## src/core/psg_pkg.sv

```systemverilog
// Constants and carrier types for the modulator bank glue block
package psg_pkg;
   localparam int PSG_NUM_INST = 12;
   localparam int PSG_NUM_HR = 8;
   localparam int PSG_NUM_ADC = 9;
   localparam int PSG_NUM_GPTRIP = 12;
   localparam int PSG_NUM_TRIP = 15;
   localparam int PSG_NUM_TZ = 6;
   localparam int PSG_NUM_TZ_GP = 3;
   localparam int PSG_SYNC_STRETCH = 8;
   localparam int PSG_SOC_STRETCH = 32;
   localparam int PSG_CNT_W = 6;
   localparam logic [PSG_CNT_W-1:0] PSG_CNT_ZERO = 6'h00;
   localparam logic [PSG_CNT_W-1:0] PSG_CNT_ONE = 6'h01;

   // Per-instance strobes coming from the modulator bank
   typedef struct packed {
      logic [PSG_NUM_INST-1:0] conv_start_a;
      logic [PSG_NUM_INST-1:0] conv_start_b;
      logic [PSG_NUM_INST-1:0] event_irq;
      logic [PSG_NUM_INST-1:0] tripzone_irq;
   } psg_bank_evt_t;

   // Unmerged converter triggers, instances 1..9
   typedef struct packed {
      logic [PSG_NUM_ADC-1:0] conv_start_a;
      logic [PSG_NUM_ADC-1:0] conv_start_b;
   } psg_adc_trig_t;
endpackage

```

## src/core/psg_glue.sv

```systemverilog
// Sync, trip and trigger glue around a bank of twelve modulators
`timescale 1ns/10ps
module psg_glue
   import psg_pkg::*;
#(
   // Stretch lengths in clock cycles
   parameter int SYNC_STRETCH = PSG_SYNC_STRETCH,
   parameter int SOC_STRETCH = PSG_SOC_STRETCH
)
(
   // Clock and reset
   input wire logic core_clk_in,
   input wire logic rst_in,
   // External pins and control bits
   input wire logic [PSG_NUM_GPTRIP-1:0] gp_trip_lines_in,
   input wire logic timebase_clock_sync_bit_in,
   input wire logic ram_double_bit_error_in,
   input wire logic irq_expander_error_in,
   input wire logic encoder_error_in,
   input wire logic clock_failure_flag_in,
   input wire logic emulation_halt_in,
   // From the modulator bank
   input wire logic sync_out_first_instance_in,
   input wire psg_bank_evt_t bank_evt_in,
   // To the modulator bank
   output logic [PSG_NUM_INST-1:0] ext_sync_out,
   output logic [PSG_NUM_INST-1:0] timebase_sync_out,
   output logic [PSG_NUM_TRIP-1:0] trip_inputs_out,
   output logic [PSG_NUM_TZ-1:0] trip_zone_inputs_out,
   output logic [PSG_NUM_INST-1:0] high_res_modulator_out,
   // To pin multiplexer
   output logic sync_pin_out,
   output logic merged_conv_start_a_out,
   output logic merged_conv_start_b_out,
   // To converter subsystem and interrupt expander
   output psg_adc_trig_t adc_trig_out,
   output logic [PSG_NUM_INST-1:0] modulator_event_irq_out,
   output logic [PSG_NUM_INST-1:0] modulator_tripzone_irq_out
);
   // Counter width must hold the longer stretch
   localparam logic [PSG_CNT_W-1:0] SYNC_LOAD = PSG_CNT_W'(SYNC_STRETCH);
   localparam logic [PSG_CNT_W-1:0] SOC_LOAD = PSG_CNT_W'(SOC_STRETCH);
   localparam int MISC_W = 4;

   // Next count of a retriggerable stretcher
   function automatic logic [PSG_CNT_W-1:0] stretch_next(input logic trig,
      input logic [PSG_CNT_W-1:0] cnt, input logic [PSG_CNT_W-1:0] load);
      if (trig) begin
         stretch_next = load;
      end else if (cnt != PSG_CNT_ZERO) begin
         stretch_next = cnt - PSG_CNT_ONE;
      end else begin
         stretch_next = PSG_CNT_ZERO;
      end
   endfunction

   // Pin-side inputs pass three flops; a change counts when stages 2 and 3 agree
   logic [PSG_NUM_GPTRIP-1:0] gp_s1_q, gp_s2_q, gp_s3_q, gp_q;
   logic [MISC_W-1:0] misc_s1_q, misc_s2_q, misc_s3_q, misc_q;
   logic [MISC_W-1:0] misc_raw;
   assign misc_raw = {clock_failure_flag_in, encoder_error_in, irq_expander_error_in,
                      ram_double_bit_error_in};
   always_ff @(posedge core_clk_in or posedge rst_in) begin
      if (rst_in) begin
         gp_s1_q <= '0;
         gp_s2_q <= '0;
         gp_s3_q <= '0;
         gp_q <= '0;
         misc_s1_q <= '0;
         misc_s2_q <= '0;
         misc_s3_q <= '0;
         misc_q <= '0;
      end else begin
         gp_s1_q <= gp_trip_lines_in;
         gp_s2_q <= gp_s1_q;
         gp_s3_q <= gp_s2_q;
         for (int i = 0; i < PSG_NUM_GPTRIP; i++) begin
            if (gp_s2_q[i] == gp_s3_q[i]) begin
               gp_q[i] <= gp_s3_q[i];
            end
         end
         misc_s1_q <= misc_raw;
         misc_s2_q <= misc_s1_q;
         misc_s3_q <= misc_s2_q;
         for (int i = 0; i < MISC_W; i++) begin
            if (misc_s2_q[i] == misc_s3_q[i]) begin
               misc_q[i] <= misc_s3_q[i];
            end
         end
      end
   end

   // Fan-out to the modulator bank; registered so outputs come from flops
   // Only 1 filter stage apart, so a 2-cycle external pulse still passes
   always_ff @(posedge core_clk_in or posedge rst_in) begin
      if (rst_in) begin
         ext_sync_out <= '0;
         timebase_sync_out <= '0;
         trip_inputs_out <= '0;
         trip_zone_inputs_out <= '0;
         high_res_modulator_out <= '0;
      end else begin
         ext_sync_out <= {PSG_NUM_INST{gp_q[0]}};
         timebase_sync_out <= {PSG_NUM_INST{timebase_clock_sync_bit_in}};
         // Fourteen sources for fifteen inputs; the top input has none and stays low
         trip_inputs_out <= {1'b0, misc_q[1], misc_q[0], gp_q};
         trip_zone_inputs_out <= {emulation_halt_in, misc_q[3], misc_q[2],
                                  gp_q[PSG_NUM_TZ_GP-1:0]};
         for (int i = 0; i < PSG_NUM_INST; i++) begin
            high_res_modulator_out[i] <= (i < PSG_NUM_HR);
         end
      end
   end

   // Stretchers; retrigger restarts the full width rather than adding to it
   logic [PSG_CNT_W-1:0] sync_cnt_q, conv_start_a_cnt_q, conv_start_b_cnt_q;
   logic [PSG_CNT_W-1:0] sync_cnt_d, conv_start_a_cnt_d, conv_start_b_cnt_d;
   assign sync_cnt_d = stretch_next(sync_out_first_instance_in, sync_cnt_q, SYNC_LOAD);
   assign conv_start_a_cnt_d = stretch_next(|bank_evt_in.conv_start_a, conv_start_a_cnt_q, SOC_LOAD);
   assign conv_start_b_cnt_d = stretch_next(|bank_evt_in.conv_start_b, conv_start_b_cnt_q, SOC_LOAD);
   always_ff @(posedge core_clk_in or posedge rst_in) begin
      if (rst_in) begin
         sync_cnt_q <= PSG_CNT_ZERO;
         conv_start_a_cnt_q <= PSG_CNT_ZERO;
         conv_start_b_cnt_q <= PSG_CNT_ZERO;
         sync_pin_out <= 1'b0;
         merged_conv_start_a_out <= 1'b0;
         merged_conv_start_b_out <= 1'b0;
      end else begin
         sync_cnt_q <= sync_cnt_d;
         conv_start_a_cnt_q <= conv_start_a_cnt_d;
         conv_start_b_cnt_q <= conv_start_b_cnt_d;
         sync_pin_out <= (sync_cnt_d != PSG_CNT_ZERO);
         merged_conv_start_a_out <= (conv_start_a_cnt_d != PSG_CNT_ZERO);
         merged_conv_start_b_out <= (conv_start_b_cnt_d != PSG_CNT_ZERO);
      end
   end

   // Converter triggers and interrupt lines, one flop of latency
   always_ff @(posedge core_clk_in or posedge rst_in) begin
      if (rst_in) begin
         adc_trig_out <= '0;
         modulator_event_irq_out <= '0;
         modulator_tripzone_irq_out <= '0;
      end else begin
         adc_trig_out.conv_start_a <= bank_evt_in.conv_start_a[PSG_NUM_ADC-1:0];
         adc_trig_out.conv_start_b <= bank_evt_in.conv_start_b[PSG_NUM_ADC-1:0];
         modulator_event_irq_out <= bank_evt_in.event_irq;
         modulator_tripzone_irq_out <= bank_evt_in.tripzone_irq;
      end
   end

   // Helper: cycles the merged A trigger has stood since its last strobe
   // A 32-cycle run is too long for a repetition, so it is counted here
   logic [PSG_CNT_W-1:0] conv_start_a_age_q;
   always_ff @(posedge core_clk_in or posedge rst_in) begin
      if (rst_in) begin
         conv_start_a_age_q <= PSG_CNT_ZERO;
      end else if (|bank_evt_in.conv_start_a) begin
         conv_start_a_age_q <= PSG_CNT_ZERO;
      end else if (merged_conv_start_a_out && conv_start_a_age_q != SOC_LOAD) begin
         conv_start_a_age_q <= conv_start_a_age_q + PSG_CNT_ONE; // Saturates so a stuck output cannot wrap
      end
   end
endmodule

```

## config.mk

```make
export PLATFORM = sky130hd
export DESIGN_NAME = psg_glue
export DESIGN_NICKNAME = d
export VERILOG_FILES = /design/src/core/psg_pkg.sv /design/src/core/psg_glue.sv
export SDC_FILE = /design/constraint.sdc
export NUM_CORES = 1
export LEC_CHECK = 0
export BUFFER_PORTS_ARGS = -buffer_cell sky130_fd_sc_hd__buf_2
export CORE_MARGIN = 1
export CORE_UTILIZATION = 48
export CTS_CLUSTER_SIZE = 10
export DETAILED_ROUTE_END_ITERATION = 10
export MAX_ROUTING_LAYER = met4
export PLACE_DENSITY = 0.75
export SLEW_MARGIN = 20
export SYNTH_ARGS = -nofsm -noshare
export SYNTH_HDL_FRONTEND = slang
export SYNTH_SLANG_ARGS = --single-unit
```

## constraint.sdc

```tcl
create_clock -name core_clk_in -period 6.6 [get_ports core_clk_in]
set_input_delay 1.32 -clock core_clk_in [delete_from_list [all_inputs] [get_ports core_clk_in]]
set_output_delay 1.32 -clock core_clk_in [all_outputs]
set_load 0.05 [all_outputs]
```

# [Word level (Yosys, flattened, before mapping)]
# Index checks and enable logic that the tools add are counted.
[word_totals] regBits=150 in_bits=69 out_inout_bits=102 wordCells=70
[op_classes] n_addsub=3 n_eq_ne=16 n_mux=6 n_reduce_logical=8
[ops] cell="$mux W6" n=6
[ops] cell="$reduce_bool A6 Y1" n=6
[ops] cell="$reduce_or A12 Y1" n=2
[ops] cell="$sub A6 B1 Y6 const B" n=3
[ops] cell="$eq A1 B1 Y1" n=16

# [Depth between registers and ports, before layout]
# Gate-level depths: netlist of the first run.
[logic_depth] word_depth=4 depth_mapped=6 mapped_depth_nobuf=6

# [Least setup slack after synthesis of the first run]
# No wires, ideal clock.
[synth_path] kind="reg-to-output" start="register trip_zone_inputs_out[0] (netlist name)" end="output ext_sync_out[10]" arrival_ns=1.101 t_required_ns=5.280 path_slack_ns=4.179 stages_incl_launch_ff=2 path_buffers=1 path_cell_list="dfrtp_1 -> buf_4"
[synth_lines] element="end, declared" line="psg_glue.sv:26" text="output logic [PSG_NUM_INST-1:0] ext_sync_out,"

==> flow_summary_export.csv, run 1 <==
group,metric,value,unit
job,cap_violations,0,
clock_network,htree_levels,4,
global_route,grt_pass1_vias,2526,
floorplanning,die_w,100.3,um
pwr,power_density,364.5,nW/um^2
clock_network,clock_sinks,146,
sta,setup_slack,3.963,ns
critical_path,cp.buffers_inverters,1,
global_route,grt_usage,16.54,%
sta,slew_viol_final,0,
critical_path,cp-start-kind,"flip-flop",
clock_network,cts_root_buf,"clkbuf_8",
critical_path,max_stage_delay,0.50,ns
sta,skew,0.004989,ns
yosys,synth_ff_type,"dfrtp_1",
yosys,async_flop_share,100.0,%
yosys,netlist.area_leader.share,78.77,%
sta,setup_viol,0,
critical_path,path_cells,"buf_2",
sta,fin_crit,2.637,ns
clock_network,cts_resized,0,
floorplanning,floorplan.die_area,10060,um^2
yosys,ys_seq_elements,146,
detailed_routing,vias_per_cell,4.476,
status,status,"complete, no violations",
sta,worst_pin_slew,0.7588,ns
critical_path,critPathKind,"reg -> out",
detailed_routing,avgRoutedWirePerCell,12.62,um
floorplanning,die_h,100.3,um
min_path,hold_path_class,"reg -> reg",
detailed_routing,dr.pass1.iters,4,
pwr,leakage,2.923,nW
clock_network,worstSkewPairLatency,0.50,ns
place,gp_congestion,0.7459,
global_route,antenna_found_initial,1,
yosys,mappedNetlistArea,4638,um^2
sta,setup_tns,0,ns
global_route,grt_max_degree,91,
critical_path,cp_max_fo,14,
pwr,ir_worst_vdd,0.0001836,V
yosys,synth_most_common_cell,"dfrtp_1",
critical_path,worstSetupEndpointType,"primary output",
floorplanning,core-area,9284,um^2
critical_path,worstPathRequired,5.28,ns
yosys,synth_area_per_cell,16.33,um^2
detailed_routing,drc,0,
clock_network,clk_transition_reported_paths,0.06,ns
detailed_routing,vias,2578,
floorplanning,boundaryPins,171,
critical_path,cpMaxStageDelayCell,"dfrtp_1",
sta,fin_crit_sh,39.95,%
floorplanning,start_util,49.96,%
critical_path,worstPathArrival,1.32,ns
sta,fmaxAchievable,379.3,MHz
cells_and_area,nNetsFinal,510,
clock_network,cts_buffers,17,
global_route,gr-total-overflow,0,
place,io_buffer_count,165,
clock_network,cts_buffer_depth,2,
cells_and_area,final_layout_size_suffix_gt1_share,45.74,%
place,pre_cts_slack,3.667,ns
clock_network,cts_tree,"done",
yosys,synth_area_leader_cell,"dfrtp_1",
yosys,ys_types,26,
yosys,synth_edf_count,0,
sta,rsz0062_at_grt,"no",
cells_and_area,area_growth,27.54,%
global_route,grt_pass1_wl,11820,um
yosys,synth_common_cells,"dfrtp_1, buf_4, nor2_1, maj3_1, inv_1",
clock_network,post-cts-setup-buffers,0,
critical_path,cp_top_family,"flip-flops",
floorplanning,fp-row-count,35,
sta,slew_headroom,49.42,%
detailed_routing,drt-total-wl,7269,um
detailed_routing,drt_iter0_drc,54,
place,dp.final_hpwl,5103,um
yosys,ys_warn_count,0,
sta,finalHoldViolations,0,
yosys,ys_seq_area_share,78.77,%
detailed_routing,ant_nets,0,
yosys,synth_area_leaders,"dfrtp_1, buf_4, maj3_1",
yosys,netlist_instances,284,
clock_network,cts_hold_buf,0,
layer usage:
metal  track usage, %  wire length (um)  vias to the layer above
met5                -                 0                        -
met4            7.804               143                        0
met3            6.964               655                       15
met2            24.97              3478                      138
met1            19.25              2991                     1228
li1                 -                 -                     1197
where the power goes:
group          switching (mW)  internal [mW]
clock                   0.331          0.522
combinational           0.230         0.0801
sequential             0.0334          0.960
total                   0.595           1.56
worst paths after layout:
path | cells after the start | endpoint | slack (ns) | start
worst min-delay path | 0 | misc_s2_q[1]$_DFF_PP0_ | 0.34 | misc_s1_q[1]$_DFF_PP0_
min in group asynchronous | 2 | modulator_tripzone_irq_out[1]$_DFF_PP0_ | 0.87 | rst_in
worst max-delay path | 1 | ext_sync_out[10] | 3.96 | trip_zone_inputs_out[0]$_DFF_PP0_
worst min register to register | 0 | misc_s2_q[1]$_DFF_PP0_ | 0.34 | misc_s1_q[1]$_DFF_PP0_
worst max register to register | 5 | sync_pin_out$_DFF_PP0_ | 5.11 | sync_cnt_q[0]$_DFF_PP0_
max in group asynchronous | 3 | gp_s2_q[1]$_DFF_PP0_ | 4.62 | rst_in
layout make-up:
| cell class | instances | area (um^2) |
|---|---|---|
| fill | 710 | 3368 |
| timing repair buffer | 166 | 837.1 |
| clock buffer | 20 | 455.4 |
| tap | 129 | 161.4 |
| multi-input combinational | 96 | 684.4 |
| clock inverter | 10 | 86.33 |
| sequential | 146 | 3654 |
| inverter | 8 | 35.03 |
| antenna | 1 | 2.502 |
worst register-to-register path: stages (launching register included):
cell and delay, ns:
dfrtp_1 0.41, inv_1 0.11, ha_1 0.16, nor3b_1 0.33, a21o_1 0.27, o21bai_1 0.09
sequential cells by signal, summed over array words and instances (netlist names), 4 cells and up:
| signal | cells |
|---|---|
| modulator_tripzone_irq_out | 12 |
| misc_s2_q | 4 |
| misc_s3_q | 4 |
| trip_zone_inputs_out | 6 |
| adc_trig_out | 18 |
| misc_s1_q | 4 |
| conv_start_b_cnt_q | 6 |
| conv_start_a_cnt_q | 6 |
| gp_s1_q | 12 |
| misc_q | 4 |
| gp_q | 12 |
| gp_s2_q | 12 |
| modulator_event_irq_out | 12 |
| trip_inputs_out | 11 |
| sync_cnt_q | 6 |
| gp_s3_q | 12 |
placed cells by master, fill, tap and decap left out, types with 2 or more instances in the layout:
master / count
nand3_1: 3
nor3_1: 5
nor4_1: 7
o21bai_1: 3
maj3_1: 16
clkinvlp_4: 3
buf_2: 165
nor2_1: 20
clkbuf_8: 4
a21o_1: 2
clkbuf_16: 16
dfrtp_1: 146
xor2_1: 4
nor4b_1: 2
conb_1: 6
clkinv_2: 5
a21oi_2: 2
nand2_1: 6
xnor2_1: 5
inv_1: 7
ha_1: 6
per-stage QoR:
| step | utilization [%] | cells | power, mW | area [um^2] | hold slack (ns) |
|---|---|---|---|---|---|
| global placement | 57.82 | 545 | 1.313 | 5368 | 0.3316 |
| finish | 63.72 | 576 | 2.156 | 5916 | 0.3428 |
| detailed placement | 57.82 | 545 | 1.322 | 5368 | 0.3355 |
| CTS | 63.65 | 575 | 2.188 | 5909 | 0.3471 |
| global route | 63.72 | 576 | 2.248 | 5916 | 0.3556 |
| floorplan | - | 288 | 1.260 | 4653 | 0.3312 |
kinds of logic after synthesis:
| family | count (synthesis) | share of synthesized area (%) |
|---|---|---|
| buffers and inverters | 46 | 6.798 |
| other | 2 | 0.1619 |
| xor gates and xnor gates | 9 | 1.699 |
| adders and majority gates | 22 | 5.071 |
| AOI/OAI and AO/OA | 11 | 2.077 |
| and+or+nand+nor | 48 | 5.422 |
| DFF | 146 | 78.77 |
(Power assumes the default switching activity.)
==> run 2: changes to the inputs <==
==> constraint.sdc (replaced) <==
create_clock -name core_clk_in -period 2.6 [get_ports core_clk_in]
set_input_delay 0.52 -clock core_clk_in [delete_from_list [all_inputs] [get_ports core_clk_in]]
set_output_delay 0.52 -clock core_clk_in [all_outputs]
set_load 0.05 [all_outputs]
==> run 2 against run 1 <==
Net effect: first-iteration DRC count shrank 7.4%; non-clock buffer count did not move; cell area grew 0.76%; register-to-register slack worse by 4.0 ns; critical path depth did not move; worst hold slack lost 0.23 ns.
==> flow_summary_export.csv, run 2 (synthesis results as in run 1) <==
group,metric,value,unit
sta,worst_pin_slew,0.7272,ns
critical_path,crit_path_start,"trip_zone_inputs_out[0]$_DFF_PP0_",
floorplanning,die_w,100.3,um
sta,finalHoldViolations,0,
sta,setup_viol,0,
sta,fin_crit_sh,70.97,%
clock_network,cts_tree,"done",
place,gp_congestion,0.7783,
cells_and_area,final_common_cell,"buf_2",
place,place_area,5379,um^2
detailed_routing,avgRoutedWirePerCell,12.46,um
floorplanning,die_h,100.3,um
job,cap_violations,0,
global_route,grt_pass1_vias,2494,
detailed_routing,drc,0,
sta,setup_tns,0,ns
detailed_routing,drt-total-wl,7204,um
floorplanning,boundaryPins,171,
global_route,grt_usage,15.93,%
clock_network,cts_root_buf,"clkbuf_8",
min_path,worst_hold_startpoint,"bank_evt_in[11]",
cells_and_area,stdcell_area,5961,um^2
floorplanning,fp-row-count,35,
floorplanning,start_util,49.96,%
pwr,power_density,944.6,nW/um^2
critical_path,worstSetupEndpointType,"primary output",
critical_path,path_cells,"buf_2",
sta,slew_headroom,51.52,%
clock_network,clk_transition_reported_paths,0.06,ns
clock_network,cts_buffers,17,
sta,fin_crit,1.845,ns
sta,skew,0.007122,ns
cells_and_area,final_layout_size_suffix_gt1_share,45.76,%
clock_network,cts_resized,0,
global_route,grt_pass1_wl,11590,um
min_path,hold_path_class,"in -> reg",
critical_path,cp.buffers_inverters,1,
status,status,"complete, no violations",
critical_path,cp_top_family,"flip-flops",
pwr,ir_worst_vdd,0.0005024,V
cells_and_area,regMostFlops,"adc_trig_out",
floorplanning,core-area,9284,um^2
detailed_routing,ant_nets,0,
cells_and_area,postLayoutCoreUtil,64.20,%
global_route,antenna_found_initial,1,
clock_network,cts_hold_buf,0,
detailed_routing,drt_iter0_drc,50,
critical_path,critPathKind,"reg -> out",
cells_and_area,nNetsFinal,510,
critical_path,worstPathRequired,2.08,ns
pwr,leakage,2.930,nW
detailed_routing,vias_per_cell,4.474,
global_route,grt_max_degree,147,
critical_path,cp_max_fo,14,
cells_and_area,area_growth,28.51,%
critical_path,max_stage_delay,0.50,ns
sta,fmaxAchievable,541.9,MHz
critical_path,worstPathArrival,1.33,ns
cells_and_area,fillers,724,
cells_and_area,multiInputGateArea,684.4,um^2
clock_network,post-cts-setup-buffers,0,
cells_and_area,mostFrequentLayoutCells,"buf_2, dfrtp_1, nor2_1",
clock_network,clock_sinks,146,
critical_path,r2r-start,"sync_cnt_q[0]$_DFF_PP0_",
cells_and_area,largest_reg_flops,18,
clock_network,cts_buffer_depth,2,
global_route,gr-total-overflow,0,
detailed_routing,vias,2586,
floorplanning,floorplan.die_area,10060,um^2
detailed_routing,dr.pass1.iters,4,
critical_path,cp-start-kind,"flip-flop",
clock_network,htree_levels,4,
sta,slew_viol_final,0,
clock_network,worstSkewPairLatency,0.50,ns
place,io_buffer_count,165,
cells_and_area,seq_area,3654,um^2
place,dp.final_hpwl,4929,um
sta,rsz0062_at_grt,"no",
critical_path,cpMaxStageDelayCell,"dfrtp_1",
==> run 2: cell types whose count changed in the layout (fill, tap and decap cells not counted) <==
cell        change
clkbuf_8        -2
buf_6           -1
inv_6           +4
buf_12          +1
clkinvlp_4      +2
clkinv_2        -4
clkbuf_1        +1
bufinv_16       +1
==> run 2: worst paths after layout <==
| kind | slack, ns | to | depth (start not counted) |
|---|---|---|---|
| min reg2reg | 0.35 | gp_s2_q[2]$_DFF_PP0_ | 0 |
| min | 0.12 | modulator_tripzone_irq_out[11]$_DFF_PP0_ | 1 |
| max in group asynchronous | 1.84 | trip_inputs_out[13]$_DFF_PP0_ | 3 |
| max reg2reg | 1.14 | sync_pin_out$_DFF_PP0_ | 5 |
| max | 0.75 | ext_sync_out[7] | 1 |
| min in group asynchronous | 0.23 | misc_q[0]$_DFFE_PP0N_ | 3 |
==> run 2: through the flow <==
stage	hold WS (ns)	std cells	total power, mW	worst slack (ns)
global placement	0.3316	545	3.336	0.9515
global route	0.08018	578	5.860	0.6477
CTS	0.09360	577	5.699	0.7255
detailed placement	0.3347	545	3.363	0.8724
finish	0.1171	578	5.630	0.7547
floorplan	0.3312	288	3.199	0.2470
==> run 2: final cells by class <==
| class | instances | share of cell area (%) |
|---|---|---|
| sequential | 146 | 61.29 |
| antenna | 1 | 0.04198 |
| inverter | 8 | 0.5668 |
| clock buffer | 19 | 7.242 |
| timing repair buffer | 166 | 14.19 |
| multi-input combinational | 96 | 11.48 |
| tap | 129 | 2.708 |
| clock inverter | 13 | 2.477 |
==> run 2: power breakdown <==
group          switching, mW  internal [mW]  leakage [nW]
logic                  0.589          0.204         0.939
registers             0.0853           2.43          1.72
clock network          0.913           1.40         0.272
total                   1.59           4.04          2.93
==> run 2: metal layers <==
layer	track usage, %	part of all wire [%]	vias up
li1	-	-	1195
met4	7.246	1.7	0
met3	5.989	7.4	15
met2	24.50	48	134
met5	-	0	-
met1	18.72	43	1242
==> run 3: changes to the inputs <==
--- a/config.mk
+++ b/config.mk
@@ -7,11 +7,11 @@
 export LEC_CHECK = 0
 export BUFFER_PORTS_ARGS = -buffer_cell sky130_fd_sc_hd__buf_2
 export CORE_MARGIN = 1
-export CORE_UTILIZATION = 48
+export CORE_UTILIZATION = 44
 export CTS_CLUSTER_SIZE = 10
 export DETAILED_ROUTE_END_ITERATION = 10
 export MAX_ROUTING_LAYER = met4
-export PLACE_DENSITY = 0.75
+export PLACE_DENSITY = 0.72
 export SLEW_MARGIN = 20
 export SYNTH_ARGS = -nofsm -noshare
 export SYNTH_HDL_FRONTEND = slang
==> constraint.sdc (replaced) <==
create_clock -name core_clk_in -period 1.6 [get_ports core_clk_in]
set_input_delay 0.32 -clock core_clk_in [delete_from_list [all_inputs] [get_ports core_clk_in]]
set_output_delay 0.32 -clock core_clk_in [all_outputs]
set_load 0.05 [all_outputs]
==> run 3 against run 2 <==
Net effect: sequential share of layout area shrank 6.2 points; first-iteration DRC count grew 86%; register-to-register slack lost 0.92 ns; die area grew 8.9%; count of clock-buffer cells in the layout grew 6; core utilization grew 0.31 points; global-route usage grew 1.9 points; critical endpoint is now high_res_modulator_out[6].
==> flow_summary_export.csv, run 3 (synthesis results as in run 1) <==
group,metric,value,unit
global_route,grt_pass1_vias,3004,
clock_network,cts_tree,"done",
critical_path,reg2reg_to,"merged_conv_start_a_out$_DFF_PP0_",
floorplanning,core-area,10280,um^2
cells_and_area,final_common_cell,"dfrtp_1",
detailed_routing,ant_nets,0,
sta,holdWs,0.1714,ns
global_route,gr-total-overflow,0,
clock_network,htree_levels,4,
place,dp.final_hpwl,5218,um
sta,finalHoldViolations,0,
pwr,ir_worst_vdd,0.0008072,V
critical_path,r2r_cells,5,
sta,setup_tns,0,ns
cells_and_area,nNetsFinal,573,
cells_and_area,area_growth,42.95,%
sta,fin_crit,1.573,ns
floorplanning,boundaryPins,171,
pwr,combPwrFrac,16.2,%
sta,fin_crit_sh,98.30,%
sta,rsz0062_at_grt,"yes",
place,gp_congestion,0.7873,
critical_path,cp_top_family,"flip-flops",
critical_path,cp_max_fo,8,
floorplanning,start_util,45.13,%
critical_path,max_stage_delay,0.43,ns
clock_network,cts_buffer_depth,2,
critical_path,worstSetupEndpointType,"primary output",
clock_network,post-cts-setup-buffers,0,
clock_network,clock_sinks,146,
min_path,hold_path_class,"in -> reg",
critical_path,cp-start-kind,"flip-flop",
clock_network,cts_buffers,17,
critical_path,worstPathRequired,1.28,ns
detailed_routing,vias,2865,
sta,setup_viol,0,
min_path,hold_depth,4,
min_path,worst_hold_startpoint,"bank_evt_in[34]",
cells_and_area,antenna_cells,0,
place,io_buffer_count,165,
job,cap_violations,0,
min_path,holdPathEnd,"conv_start_b_cnt_q[5]$_DFF_PP0_",
global_route,grt_max_degree,83,
critical_path,r2r-start,"conv_start_a_cnt_q[0]$_DFF_PP0_",
status,status,"complete, no violations",
detailed_routing,avgRoutedWirePerCell,13.43,um
critical_path,reg2reg_slack,0.22,ns
sta,slew_viol_final,0,
sta,skew,0.003992,ns
pwr,power_density,1355,nW/um^2
floorplanning,die_w,104.7,um
pwr,p_sw_share,27.49,%
cells_and_area,largest_reg_flops,18,
detailed_routing,vias_per_cell,4.442,
pwr,pwr-share-clk,38.1,%
clock_network,cts_root_buf,"clkbuf_8",
sta,fmaxAchievable,635.8,MHz
cells_and_area,stdcell_area,6630,um^2
detailed_routing,dr.pass1.iters,4,
detailed_routing,drt-total-wl,8665,um
pwr,power.net_switching,2.469,mW
critical_path,critPathKind,"reg -> out",
pwr,p_int,6.514,mW
critical_path,path_cells,"buf_2",
detailed_routing,drt_iter0_drc,93,
global_route,grt_pass1_wl,14020,um
critical_path,cp.buffers_inverters,1,
detailed_routing,drc,0,
pwr,power.total,8.982,mW
global_route,grt_usage,17.80,%
place,place_area,5408,um^2
cells_and_area,mostFrequentLayoutCells,"dfrtp_1, buf_2, dlygate4sd3_1",
floorplanning,floorplan.die_area,10960,um^2
critical_path,cpMaxStageDelayCell,"dfrtp_1",
cells_and_area,regMostFlops,"adc_trig_out",
floorplanning,die_h,104.7,um
clock_network,worstSkewPairLatency,0.52,ns
cells_and_area,final_layout_size_suffix_gt1_share,40.28,%
floorplanning,fp-row-count,37,
pwr,leakage,3.211,nW
global_route,antenna_found_initial,0,
clock_network,clk_transition_reported_paths,0.05,ns
critical_path,worstPathArrival,1.25,ns
cells_and_area,fillers,734,
pwr,p_seq_share,45.7,%
[run 3: changes by cell type in the layout (fill, tap and decap cells not counted), moves of 2 or more]
cell           change
dlygate4sd3_1     +62
buf_2             -29
buf_4             +28
inv_6              -5
clkbuf_8           +4
clkinv_2           +3
clkinvlp_4         -3
bufinv_16          -2
clkbuf_1           +2
dfrtp_1            -2
dfrtp_2            +2
[run 3: cell type report]
type | count | area [um^2] | area share (%)
repair buffers | 229 | 1559 | 23.51
clock buffers | 25 | 494.2 | 7.454
well taps | 136 | 170.2 | 2.567
inverters | 8 | 33.78 | 0.5095
clock inverters | 5 | 27.53 | 0.4152
flip-flops and latches | 146 | 3656 | 55.14
multi-input cells | 96 | 689.4 | 10.40
[run 3: repair_timing]
action                                  in CTS  in global routing
hold buffers                                62                  0
endpoints found under the setup margin      26                 35
endpoints found under the hold margin      139                  0
gates resized for setup                     15                 31
[run 3: per-stage QoR]
| stage | instances | utilization [%] | setup WS, ns |
|---|---|---|---|
| global placement | 553 | 52.62 | 0.01563 |
| global route | 645 | 64.51 | -0.05174 |
| floorplan | 288 | - | -0.5530 |
| finish | 645 | 64.51 | 0.02728 |
| CTS | 645 | 64.09 | -0.05734 |
| detailed placement | 553 | 52.62 | -0.08287 |
[run 3: power groups by stage]
stage | logic [mW] | clock network [mW] | registers [mW]
3_5_place_dp | 1.30 | 0 | 4.16
4_1_cts | 1.44 | 3.52 | 4.10
6_report | 1.45 | 3.42 | 4.11
3_3_place_gp | 1.28 | 0 | 4.15
2_1_floorplan | 0.667 | 0 | 4.53
5_1_grt | 1.55 | 3.70 | 4.14
[run 3: metal layers]
metal	wire length (um)	track usage, %
met1	3382	19.04
met2	4498	29.80
met3	601	5.614
met4	183	9.054
met5	0	-
[run 3: how the worst max path moves through the flow]
stage | start | end | slack, ns | cells past startpoint
finish | high_res_modulator_out[0]$_DFF_PP0_ | high_res_modulator_out[6] | 0.03 | 1
global route | high_res_modulator_out[0]$_DFF_PP0_ | high_res_modulator_out[6] | -0.05 | 1
CTS | timebase_sync_out[0]$_DFF_PP0_ | timebase_sync_out[4] | -0.06 | 1
detailed placement | bank_evt_in[38] | merged_conv_start_a_out$_DFF_PP0_ | -0.08 | 5
global placement | bank_evt_in[38] | merged_conv_start_a_out$_DFF_PP0_ | 0.02 | 5
floorplan | rst_in | adc_trig_out[0]$_DFF_PP0_ | -0.55 | 1
